<file path="src/hdl/pllc_pkg.sv">
package pllc_pkg;
   localparam int AW = 8;
   localparam int DW = 32;
   localparam logic [7:0] A_CTRL  = 8'h00;
   localparam logic [7:0] A_BOOST = 8'h04;
   localparam logic [7:0] A_STAT  = 8'h08;
   localparam logic [7:0] A_ERR   = 8'h0c;
   localparam logic [3:0] CH_DIV  = 4'h0;
   localparam logic [3:0] CH_SHF  = 4'h4;
   localparam logic [3:0] CH_PAGE0 = 4'h1;
   localparam int C_DONE = 0;
   localparam int C_ENH  = 1;
   localparam int C_DUAL = 2;
   localparam int C_LKEN = 4;
   localparam int B_F1   = 0;
   localparam int B_F2   = 2;
   localparam int S_TOUT = 4;
   localparam int S_URUN = 8;
   localparam int DV_M = 0;
   localparam int DV_K = 8;
   localparam int DV_N = 16;
   localparam int DV_V = 20;
   localparam int DV_USEV = 24;
   localparam int DIV_W = 25;
   localparam int SH_Q = 0;
   localparam int SH_D = 4;
   localparam int SH_EXTFB = 16;
   localparam int SHF_W = 17;
   localparam logic [DIV_W-1:0] DIV_RST = 25'h0110202;
   localparam logic [7:0] M_MIN = 8'h02;
   localparam logic [7:0] M_MAX = 8'ha0;
   localparam logic [3:0] N_MIN = 4'h1;
   localparam logic [3:0] N_MAX = 4'hf;
   localparam int LOCK_TIME_NS = 10000;
   localparam int CLK_NS = 5;
   localparam int LOCK_ACQ_CYC = LOCK_TIME_NS / CLK_NS;
   localparam logic [3:0] LOCK_STABLE = 4'h8;
   localparam logic [15:0] PER_TOL = 16'h0002;
   localparam logic [15:0] PER_MAX = 16'hffff;
   typedef enum logic [1:0] {F_X1, F_X2, F_X4} pllc_fact_e;
endpackage : pllc_pkg

</file>
<file path="src/hdl/pllc_ch_if.sv">
`timescale 1ns/1ps
interface pllc_ch_if;
   logic        run;
   logic        ref_edge;
   logic        fb_edge;
   logic        ext_fb;
   logic [7:0]  m;
   logic [7:0]  k;
   logic [3:0]  n;
   logic [3:0]  v;
   logic        use_v;
   logic [1:0]  quarter;
   logic [11:0] delay;
   logic        lock;
   logic        timeout;
   logic        clk_out;
   modport ctl (output run, ref_edge, fb_edge, ext_fb, m, k, n, v, use_v, quarter, delay,
                input lock, timeout, clk_out);
   modport chan (input run, ref_edge, fb_edge, ext_fb, m, k, n, v, use_v, quarter, delay,
                 output lock, timeout, clk_out);
endinterface : pllc_ch_if

</file>
<file path="src/hdl/pllc_chan.sv">
`timescale 1ns/1ps
module pllc_chan (
   input wire logic SYS_CLK,
   input wire logic RSTN,
   pllc_ch_if.chan  ch
);
   import pllc_pkg::*;
   typedef struct packed {
      logic [15:0] per;
      logic [15:0] last;
      logic [3:0]  stable;
      logic        fb_seen;
      logic        lock;
      logic [11:0] acq;
      logic        timeout;
      logic [13:0] acc;
      logic [15:0] ocnt;
      logic [15:0] out_per;
      logic [16:0] dly;
      logic        busy;
      logic [2:0]  pend;
      logic        clk;
   } pllc_chst_s;
   pllc_chst_s q, d;
   logic [4:0]  n_e;
   logic [4:0]  v_e;
   logic [11:0] nk;
   logic [16:0] full;
   logic [16:0] sh;
   logic [15:0] diff;
   logic        emit;
   logic        fire;
   // a zero field stands for 16, which the 4-bit field cannot hold
   assign n_e  = (ch.n == 4'h0) ? 5'h10 : {1'b0, ch.n};
   assign v_e  = (ch.v == 4'h0) ? 5'h10 : {1'b0, ch.v};
   assign nk   = 12'(n_e) * (ch.use_v ? 12'(v_e) : {4'h0, ch.k});
   assign full = {q.out_per, 1'b0};
   assign diff = (q.per > q.last) ? q.per - q.last : q.last - q.per;
   assign emit = (q.acc >= {2'b00, nk}) && (nk != 12'h000);
   always_comb begin
      logic [18:0] qs;
      qs = (19'(ch.quarter) * 19'(full)) >> 2;
      sh = 17'(qs) + {5'h00, ch.delay};
      if (sh > full)
         sh = full;
   end
   assign fire = q.busy && (q.dly == 17'h00001);
   always_comb begin
      d = q;
      if (!ch.run) begin
         d = '0;
      end else begin
         d.per = (q.per == PER_MAX) ? q.per : q.per + 16'h0001;
         if (ch.fb_edge)
            d.fb_seen = 1'b1;
         if (ch.ref_edge) begin
            d.per = 16'h0001;
            d.last = q.per;
            d.fb_seen = ch.fb_edge;
            if (diff <= PER_TOL && q.last != 16'h0000 && (q.fb_seen || !ch.ext_fb)) begin
               if (q.stable != LOCK_STABLE)
                  d.stable = q.stable + 4'h1;
               else
                  d.lock = 1'b1;
            end else begin
               d.stable = 4'h0;
               d.lock = 1'b0;
            end
         end
         if (q.per == PER_MAX) begin
            d.lock = 1'b0;
            d.stable = 4'h0;
         end
         if (q.lock)
            d.acq = 12'h000;
         else if (!q.timeout)
            d.acq = q.acq + 12'h001;
         if (!q.lock && q.acq == 12'(LOCK_ACQ_CYC - 1))
            d.timeout = 1'b1;
         d.acc = q.acc + (ch.ref_edge ? {5'h00, ch.m, 1'b0} : 14'h0000)
                 - (emit ? {2'b00, nk} : 14'h0000);
         d.ocnt = emit ? 16'h0001 : q.ocnt + 16'h0001;
         if (emit)
            d.out_per = q.ocnt;
         // when shift exceeds a half period, up to 7 toggles queue and each fires sh cycles after the one before
         if (q.busy)
            d.dly = q.dly - 17'h00001;
         if (fire) begin
            d.clk = ~q.clk;
            d.busy = (q.pend != 3'h0) || emit;
            d.dly = sh;
            if (q.pend != 3'h0 && !emit)
               d.pend = q.pend - 3'h1;
         end else if (emit) begin
            if (sh == 17'h00000 && !q.busy)
               d.clk = ~q.clk;
            else if (!q.busy) begin
               d.busy = 1'b1;
               d.dly = sh;
            end else if (q.pend != 3'h7)
               d.pend = q.pend + 3'h1;
         end
      end
   end
   always_ff @(posedge SYS_CLK or negedge RSTN) begin
      if (!RSTN)
         q <= '0;
      else
         q <= d;
   end
   assign ch.lock    = q.lock;
   assign ch.timeout = q.timeout;
   assign ch.clk_out = q.clk;
endmodule : pllc_chan

</file>
<file path="src/hdl/pllc_top.sv">
`timescale 1ns/1ps
// Behaviour
// - with both paths used, first path factor must not exceed second path factor
// - shared input may feed both paths; first input is then unused
// - output rate is input times m/(n*k) or m/(n*v), m,k 2..160, n,v 1..16
// - generated clock phase set in quarter-period steps
// - delay adjustable by any amount up to one output period
// - each PLL drives its lock output high once locked
// - lock output optional per PLL; disabled pin acts as user I/O
// - PLL set up before user logic starts at end of configuration
// - base family locks during configuration and is usable right after
// - enhanced family ignores reference until configuration is complete
// - lock acquired within ten microseconds of a valid reference
// - each PLL runs independently; two or four per device
// - two PLLs can multiply a slow source-synchronous clock for serial capture
// - output may go off-chip; feedback may return through an external path
module pllc_top #(
   parameter int NUM_PLL = 4
) (
   input  wire logic                   SYS_CLK,
   input  wire logic                   RSTN,
   input  wire logic [pllc_pkg::AW-1:0] ADDR,
   input  wire logic [pllc_pkg::DW-1:0] WDATA,
   input  wire logic                   WR,
   input  wire logic                   RD,
   output      logic [pllc_pkg::DW-1:0] RDATA,
   input  wire logic [NUM_PLL-1:0]     REF_CLK_IN,
   input  wire logic [NUM_PLL-1:0]     FB_CLK_IN,
   output      logic [NUM_PLL-1:0]     GEN_CLK_OUT,
   output      logic [NUM_PLL-1:0]     LOCK_PIN_O,
   output      logic [NUM_PLL-1:0]     LOCK_PIN_OE_N,
   input  wire logic [NUM_PLL-1:0]     LOCK_PIN_I,
   input  wire logic [NUM_PLL-1:0]     USER_IO_O,
   input  wire logic [NUM_PLL-1:0]     USER_IO_OE_N,
   output      logic [NUM_PLL-1:0]     USER_IO_I,
   output      logic                   USER_RUN
);
   import pllc_pkg::*;

   typedef struct packed {
      logic [NUM_PLL-1:0]            ref_s1;
      logic [NUM_PLL-1:0]            ref_s2;
      logic [NUM_PLL-1:0]            ref_s3;
      logic [NUM_PLL-1:0]            fb_s1;
      logic [NUM_PLL-1:0]            fb_s2;
      logic [NUM_PLL-1:0]            fb_s3;
      logic [NUM_PLL-1:0]            uio_s1;
      logic [NUM_PLL-1:0]            uio_s2;
      logic                          done;
      logic                          enh;
      logic                          dual;
      logic                          user_run;
      logic [NUM_PLL-1:0]            lock_en;
      logic [1:0]                    f1;
      logic [1:0]                    f2;
      logic                          err_rng;
      logic                          err_combo;
      logic [NUM_PLL-1:0][DIV_W-1:0] div;
      logic [NUM_PLL-1:0][SHF_W-1:0] shf;
      logic [DW-1:0]                 rdata;
   } pllc_state_s;

   pllc_state_s        q;
   pllc_state_s        d;
   logic [NUM_PLL-1:0] ref_e;
   logic [NUM_PLL-1:0] fb_e;
   logic [NUM_PLL-1:0] lock;
   logic [NUM_PLL-1:0] tout;
   logic [NUM_PLL-1:0] gclk;
   logic               pll_run;
   logic [3:0]         ch_idx;
   logic               ch_hit;
   logic               div_ok;

   // two or four PLLs; the first two double as serial-capture multipliers
   if (NUM_PLL != 2 && NUM_PLL != 4)
      $error("NUM_PLL must be 2 or 4");

   assign ch_idx = ADDR[7:4] - CH_PAGE0;
   assign ch_hit = (ADDR[7:4] >= CH_PAGE0) && (ch_idx < 4'(NUM_PLL));

   function automatic logic rng_ok(input logic [DW-1:0] w);
      logic [7:0] m;
      logic [7:0] k;
      logic [3:0] n;
      logic [3:0] v;
      m = w[DV_M +: 8];
      k = w[DV_K +: 8];
      n = w[DV_N +: 4];
      v = w[DV_V +: 4];
      // 16 cannot be held in the 4-bit field, so zero stands for it
      rng_ok = m >= M_MIN && m <= M_MAX && k >= M_MIN && k <= M_MAX
               && (n >= N_MIN || n == 4'h0) && (v >= N_MIN || v == 4'h0);
   endfunction : rng_ok

   assign div_ok = rng_ok(WDATA);

   // base family runs its loop during configuration, enhanced waits for done
   assign pll_run = q.enh ? q.done : 1'b1;

   always_comb begin
      d = q;
      d.ref_s1 = REF_CLK_IN;
      d.ref_s2 = q.ref_s1;
      d.ref_s3 = q.ref_s2;
      d.fb_s1 = FB_CLK_IN;
      d.fb_s2 = q.fb_s1;
      d.fb_s3 = q.fb_s2;
      d.uio_s1 = LOCK_PIN_I;
      d.uio_s2 = q.uio_s1;
      // user logic starts one cycle after the PLLs are released
      d.user_run = q.done;
      d.rdata = '0;
      if (WR) begin
         if (ADDR == A_CTRL) begin
            if (!q.done) begin
               d.enh = WDATA[C_ENH];
               d.lock_en = WDATA[C_LKEN +: NUM_PLL];
               if (WDATA[C_DUAL] && q.f1 > q.f2)
                  d.err_combo = 1'b1;
               else
                  d.dual = WDATA[C_DUAL];
            end
            d.done = q.done | WDATA[C_DONE];
         end else if (ADDR == A_BOOST) begin
            if (!q.done) begin
               if (q.dual && WDATA[B_F1 +: 2] > WDATA[B_F2 +: 2]) begin
                  d.err_combo = 1'b1;
               end else if (WDATA[B_F1 +: 2] > 2'(F_X4) || WDATA[B_F2 +: 2] > 2'(F_X4)) begin
                  d.err_combo = 1'b1;
               end else begin
                  d.f1 = WDATA[B_F1 +: 2];
                  d.f2 = WDATA[B_F2 +: 2];
               end
            end
         end else if (ADDR == A_ERR) begin
            if (WDATA[0])
               d.err_rng = 1'b0;
            if (WDATA[1])
               d.err_combo = 1'b0;
         end else if (ch_hit && ADDR[3:0] == CH_DIV) begin
            // settings belong to the configuration image, frozen once done
            if (!q.done) begin
               if (div_ok)
                  d.div[ch_idx[1:0]] = WDATA[DIV_W-1:0];
               else
                  d.err_rng = 1'b1;
            end
         end else if (ch_hit && ADDR[3:0] == CH_SHF) begin
            if (!q.done)
               d.shf[ch_idx[1:0]] = WDATA[SHF_W-1:0];
         end
      end
      if (RD) begin
         if (ADDR == A_CTRL) begin
            d.rdata[C_DONE] = q.done;
            d.rdata[C_ENH] = q.enh;
            d.rdata[C_DUAL] = q.dual;
            d.rdata[C_LKEN +: NUM_PLL] = q.lock_en;
         end else if (ADDR == A_BOOST) begin
            d.rdata[B_F1 +: 2] = q.f1;
            d.rdata[B_F2 +: 2] = q.f2;
         end else if (ADDR == A_STAT) begin
            d.rdata[0 +: NUM_PLL] = lock;
            d.rdata[S_TOUT +: NUM_PLL] = tout;
            d.rdata[S_URUN] = q.user_run;
         end else if (ADDR == A_ERR) begin
            d.rdata[0] = q.err_rng;
            d.rdata[1] = q.err_combo;
         end else if (ch_hit && ADDR[3:0] == CH_DIV) begin
            d.rdata[DIV_W-1:0] = q.div[ch_idx[1:0]];
         end else if (ch_hit && ADDR[3:0] == CH_SHF) begin
            d.rdata[SHF_W-1:0] = q.shf[ch_idx[1:0]];
         end
      end
   end

   always_ff @(posedge SYS_CLK or negedge RSTN) begin
      if (!RSTN) begin
         q <= '0;
         q.div <= {NUM_PLL{DIV_RST}};
      end else begin
         q <= d;
      end
   end

   assign fb_e = q.fb_s2 & ~q.fb_s3;

   for (genvar i = 0; i < NUM_PLL; i++) begin : g_pll
      pllc_ch_if chi ();
      logic [1:0] fsel;
      logic       raw_e;
      assign raw_e = q.ref_s2[i] & ~q.ref_s3[i];
      // in dual use path 0 hangs on the shared input and its own pin is dead
      if (i == 0) begin : g_sel
         assign ref_e[i] = q.dual ? (q.ref_s2[1] & ~q.ref_s3[1]) : raw_e;
      end else begin : g_own
         assign ref_e[i] = raw_e;
      end
      assign fsel = (i == 0) ? q.f1 : q.f2;
      assign chi.run      = pll_run;
      assign chi.ref_edge = ref_e[i];
      assign chi.ext_fb   = q.shf[i][SH_EXTFB];
      assign chi.fb_edge  = fb_e[i];
      // base family has only the fixed x1/x2/x4 boost, no divider
      assign chi.m        = q.enh ? q.div[i][DV_M +: 8] : 8'h01 << fsel;
      assign chi.k        = q.enh ? q.div[i][DV_K +: 8] : 8'h01;
      assign chi.n        = q.enh ? q.div[i][DV_N +: 4] : 4'h1;
      assign chi.v        = q.enh ? q.div[i][DV_V +: 4] : 4'h1;
      assign chi.use_v    = q.enh & q.div[i][DV_USEV];
      assign chi.quarter  = q.enh ? q.shf[i][SH_Q +: 2] : 2'b00;
      assign chi.delay    = q.enh ? q.shf[i][SH_D +: 12] : 12'h000;
      pllc_chan u_chan (
         .SYS_CLK (SYS_CLK),
         .RSTN    (RSTN),
         .ch      (chi.chan)
      );
      assign lock[i] = chi.lock;
      assign tout[i] = chi.timeout;
      assign gclk[i] = chi.clk_out;
      assign LOCK_PIN_O[i] = q.lock_en[i] ? lock[i] : USER_IO_O[i];
      assign LOCK_PIN_OE_N[i] = q.lock_en[i] ? 1'b0 : USER_IO_OE_N[i];

   end

   assign GEN_CLK_OUT = gclk;
   assign USER_IO_I = q.uio_s2;
   assign USER_RUN = q.user_run;
   assign RDATA = q.rdata;
endmodule : pllc_top

</file>
<file path="config.mk">
export PLATFORM = sky130hd
export DESIGN_NAME = pllc_top
export DESIGN_NICKNAME = d
export VERILOG_FILES = /design/src/hdl/pllc_pkg.sv /design/src/hdl/pllc_ch_if.sv /design/src/hdl/pllc_chan.sv /design/src/hdl/pllc_top.sv
export SDC_FILE = /design/constraint.sdc
export NUM_CORES = 2
export LEC_CHECK = 0
export ABC_AREA = 1
export BUFFER_PORTS_ARGS = -buffer_cell sky130_fd_sc_hd__buf_2
export CORE_MARGIN = 10
export CORE_UTILIZATION = 35
export DETAILED_ROUTE_END_ITERATION = 6
export PLACE_DENSITY = 0.52
export SLEW_MARGIN = 40
export SYNTH_ARGS = -nofsm -noshare
export SYNTH_HDL_FRONTEND = slang
export SYNTH_HIERARCHICAL = 1
export SYNTH_SLANG_ARGS = --single-unit
</file>
<file path="constraint.sdc">
create_clock -name SYS_CLK -period 10.4 [get_ports SYS_CLK]
set_input_delay 0.52 -clock SYS_CLK [delete_from_list [all_inputs] [get_ports SYS_CLK]]
set_output_delay 0.52 -clock SYS_CLK [all_outputs]
set_load 0.005 [all_outputs]
</file>
After elaboration in Yosys (flattened, before gate mapping)
Cells that the tools add are included.
- add/subtract/negate cells: 49
- multipliers: 8
- $lt $le $gt $ge: 30
- equality and inequality tests: 91
- shift operators: 2
- muxes and demuxes: 201
- bitwise gates (word level): 27
- reduce and logical (&&, ||, !) cells: 125
- operators by type and width (cell ; count):
    119-bit 2-to-1 mux ; 4
    17-bit 2-to-1 mux ; 18
    16-bit 2-to-1 mux ; 17
    12-bit 2-to-1 mux ; 16
    22-bit 2-to-1 mux ; 8
    38-bit 2-to-1 mux ; 4
    16-bit by 1-bit adder with 16-bit output, second input constant ; 8
    16-bit subtractor ; 8
    21-bit 2-to-1 mux ; 5
    8-bit 2-to-1 mux ; 13
    100-bit bitwise mux ; 1
    4-bit 2-to-1 mux ; 22
    25-bit 2-to-1 mux ; 3
    2-bit by 16-bit multiplier with 18-bit output ; 4
    18-bit 2-to-1 mux ; 4
    17-bit by 12-bit adder with 17-bit output ; 4
    68-bit bitwise mux ; 1
    17-bit by 1-bit == test with 1-bit output, second input constant ; 4
    17-bit greater-than comparator ; 4
    17-bit zero test ; 4
    17-bit by 1-bit subtractor with 17-bit output, second input constant ; 4
    16-bit == test, second input constant ; 4
    16-bit greater-than comparator ; 4
    16-bit by 2-bit less-or-equal comparator with 1-bit output, second input constant ; 4
    other kinds (60) ; 365
- register bits: 715
- word-level logic and storage cells: 615

Longest topological paths before layout
- word-level depth: 16
- depth in mapped cells: 53
- mapped depth without buffers: 49

Cells and area by module
The synthesis kept the hierarchy.
- modules (own cells, without submodules) (module ; instances ; cells each ; area each (µm²) ; seq. area each (µm²)):
    pllc_chan at g_pll[1].u_chan ... ; 2 ; 1839 ; 12462.0 ; 2977.9
    pllc_chan at g_pll[3].u_chan ; 1 ; 1919 ; 12896.1 ; 2977.9
    pllc_top ; 1 ; 1719 ; 12848.6 ; 6000.8
    pllc_chan at g_pll[0].u_chan ; 1 ; 1870 ; 12683.4 ; 2977.9

Worst setup path before layout
OpenSTA, ideal clock, no wires.
- kind: register to register
- start: register, netlist name q[212]
- end: register g_pll[0].u_chan/q[67] (netlist name)
- library setup time: 0.132 ns
- arrival: 8.095 ns
- required time: 10.268 ns
- setup slack: 2.173 ns
- stages on the path, launching flop included: 50
- period minus slack after synthesis: 8.227 ns
- cells stage by stage: dfrtp_1 > clkbuf_1 > clkbuf_1 > clkbuf_1 > nand2_1 > inv_1 > inv_1 > o21ai_0 > inv_1 > nor2_1 > fa_1 > fa_1 > inv_1 > fa_1 > inv_1 > ha_1 > nand2_1 > o21ai_1 > [14 not listed] > fa_1 > ha_1 > inv_1 > fa_1 > nor2_1 > o21ai_0 > and2_1 > inv_1 > a21oi_1 > nor2_1 > o21ai_0 > nand2_1 > nand2_1 > inv_1 > o21ai_0 > nand2_1 > xor2_1 > nor2_1
- RTL lines (element ; RTL line ; RTL):
    end signal: assignment ; pllc_chan.sv:107 ; q <= '0;
    end signal: assignment ; pllc_chan.sv:109 ; q <= d;
    end: declaration ; pllc_chan.sv:24 ; pllc_chst_s q, d;

==> reports/metrics.cfg <==
[drt]
vias_per_cell = 4.931
wire_per_inst_um = 16.26
drtIter0Drc = 4094
drcViolationCount = 0
drtPass1Iterations = 6
routed-via-count = 57242
wl_mm = 188.8
ant_nets = 0

[grt]
grt_pass1_wl_mm = 302.1
grt_pass1_vias = 55365
track_usage = 0.1855
grt_max_degree = 133
grt_antenna_before_repair = 23
overflow = 0

[pwr]
power_frac_comb = 0.516
switching_share = 0.4543
power.density_mw_per_mm2 = 204.9
leakage_nw = 38.30
p_total_mw = 14.19
p_int_mw = 7.746
p_clk_frac = 0.245
power.switching_mw = 6.449
p_seq_frac = 0.239
vdd_ir_drop_max_mv = 0.1370

[setup_path]
cp_common_cell = inv_1
crit_type = reg -> reg
required_ns = 11.00
setup.worst_path.end_class = register
rrSetupSlack_ns = 1.17
crit_path_start_kind = register
crit_path_max_fanout = 31
critPathLaunch = q[212]$_DFFE_PN0P_
timing.rr.start = q[212]$_DFFE_PN0P_
crit_slowest_cell = dfrtp_4
worstPathArrival_ns = 9.82
r2r_cells = 48
slowest_delay_ns = 0.61

[synthesis]
ys_seq_area_frac = 0.2827
avgSynthCellArea_um2 = 6.897
ys_top_cells_by_area = dfrtp_1, nand2_1, ha_1, inv_1, nor2_1
synthesis.area_mm2 = 0.06335
synth-async-reset-ratio = 1.000
synth.top_cell.area_share = 0.2761
synth_edf_count = 0
synth_flop_cell = dfrtp_1
synth_seq_cells = 715
yosys.area.top_type = dfrtp_1
synth_cell_types = 79
syn_inst = 9186
yosys_warnings = 6

[sta]
hold_viol = 0
max-slew-margin-rel = 0.3979
max_freq_ghz = 0.1084
setup-violations-final = 0
period_needed_ns = 9.226
finalMaxSlewViolations = 0
finClkSkew_ns = 0.07036
worst_pin_slew_ns = 0.9005
finalSetupTns_ns = 0
final.period_utilization = 0.8871
rsz0062_at_grt = no
worst_slack_ns = 1.174

[die]
die_w_um = 445.4
core-area_mm2 = 0.1804
rows = 156
num_io_pins = 113
die_h_um = 445.4
initial_core_util = 0.3513
die-area_mm2 = 0.1984

[finish]
layout.cells.non_filler = 11609
area_growth_syn_to_layout_pct = 9.330
fin_util = 0.3840
fin_nets = 9886
drive_above_1_share = 0.06708
fill_cells = 19306

[clock_network]
path_clk_slew_ns = 0.06
cts_setup_buffers = 0
cts_max_level = 3
clock_latency_ns = 0.75
clockBufferDepth = 3
clockRootBuffer = clkbuf_16
numClockSinks = 715
cts_buffers = 91
tritoncts = yes

[placement]
io_buffers = 98
post-place-ws_ns = 1.238
dpl.hpwl_mm = 145.3
place.gp.congestion = 0.9016
dp_cells = 11416

[min_path]
hold_class = in -> reg
min_path_cells = 3
holdCritStartpoint = WDATA[20]

[run_status]
run_status = completed

[flow_run]
maxCapViolations = 0

-- layout make-up --
cell class	count	area [um2]	area share
diodes	11	27.53	0.0003974
clock buffers	129	2653	0.03830
clock inverters	38	601.8	0.008689
inverters	1675	6304	0.09101
multi-input cells	6510	37640	0.5434
flip-flops and latches	715	17920	0.2587
well taps	2370	2965	0.04281
repair buffers	161	1159	0.01673
-- placed cells by master (no fill, tap or decap), types with 22 or more instances in the layout --
cell type / count
nand3_1: 457
clkbuf_16: 93
a21o_1: 22
buf_4: 40
o21bai_1: 38
nand4_1: 213
nor2_1: 878
nand3_2: 25
inv_1: 1617
nand2_1: 2276
nor2_2: 34
nor4_1: 22
nor3_1: 139
o21a_1: 51
fa_1: 120
o22ai_1: 76
o21ai_1: 71
nand3b_1: 31
o211ai_1: 31
buf_2: 96
inv_2: 43
a31oi_1: 24
o21ai_0: 426
a21oi_1: 485
dfrtp_1: 698
ha_1: 548
nand2_2: 62
xor2_1: 185
or2_2: 23
xnor2_1: 65
-- logic make-up after synthesis --
logic type | count (synthesis) | share of synthesized area
DFF | 715 | 0.2827
muxes | 4 | 0.0007109
xor gates and xnor gates | 252 | 0.03508
and+or+nand+nor | 4282 | 0.2965
adders and majority gates | 668 | 0.1461
AOI/OAI and AO/OA | 1297 | 0.1140
buffers and inverters | 1967 | 0.1247
other | 1 | 0.00005919
-- sequential cells by signal, indices dropped and copies added, names as in the netlist --
signal and count:
g_pll.u_chan/ch.lock 4, d 21, g_pll.u_chan/ch.clk_out 4, RDATA 25
g_pll.u_chan/ch.timeout 4, q 180, g_pll.chi.ext_fb 4, g_pll.u_chan/q 400
g_pll.u_chan/full 64, USER_IO_I 4, USER_RUN 1, g_pll.fsel 4
-- layer usage --
metal	track usage	share of wire	up-vias
met5	0	0	-
met4	0.06457	0.030	0
met3	0.02096	0.043	248
met2	0.3036	0.46	1147
met1	0.2527	0.47	26806
li1	-	-	29041
-- power groups by stage --
stage | registers [mW] | logic [mW] | clock network [mW]
floorplan | 3.35 | 5.85 | 0
detailed placement | 3.44 | 7.30 | 0
global placement | 3.44 | 7.22 | 0
CTS | 3.40 | 7.34 | 3.58
global route | 3.44 | 8.44 | 3.68
finish | 3.40 | 7.33 | 3.47
-- Yosys cell counts (18+ instances only) --
master,number
nand2_1,2282
inv_1,1617
nor2_1,881
dfrtp_1,699
ha_1,548
a21oi_1,485
nand3_1,457
o21ai_0,427
nand4_1,213
xor2_1,185
nor3_1,149
clkbuf_1,135
fa_1,120
o22ai_1,76
o21ai_1,70
xnor2_1,65
buf_2,64
nand2_2,57
buf_4,55
o21a_1,51
inv_2,43
o21bai_1,38
nand3b_1,31
nor2_2,31
o211ai_1,31
nand3_2,25
a31oi_1,24
or2_2,23
a21o_1,22
nor4_1,22
buf_6,19
nor3b_1,19
nand3_4,18
-- per-stage QoR --
stage / hold WS (ns) / instance area, um2
floorplan: 0.2244 / 63370
global placement: 0.3327 / 65630
detailed placement: 0.3364 / 65800
CTS: 0.04138 / 69180
global route: 0.09144 / 69260
finish: 0.1003 / 69260
-- worst max-delay path: cells and delay by family, from the launching register on --
family | cells | cell delay (ns)
AO/OA/AOI/OAI | 6 | 1.06
XOR/XNOR | 1 | 0.13
AND/OR/NAND/NOR | 19 | 2.71
flip-flops | 1 | 0.61
adder cells (fa/ha/maj) | 8 | 2.76
buffers and inverters | 14 | 1.77
-- path summary, 6_finish.rpt --
kind	endpoint
max reg2reg	g_pll[0].u_chan/q[67]$_DFF_PN0_
min reg2reg	USER_IO_I[0]$_DFF_PN0_
min	q[195]$_DFFE_PN1P_
max	g_pll[0].u_chan/q[67]$_DFF_PN0_
max in group asynchronous	g_pll[1].u_chan/q[101]$_DFFE_PN0P_
min in group asynchronous	d[217]$_DFF_PN0_
-- repair_timing --
action,4_1_cts,5_1_grt
hold endpoints to repair,87,0
hold buffers,13,0
resized for setup,0,0
No activity file was read; power rests on OpenSTA's default activity.
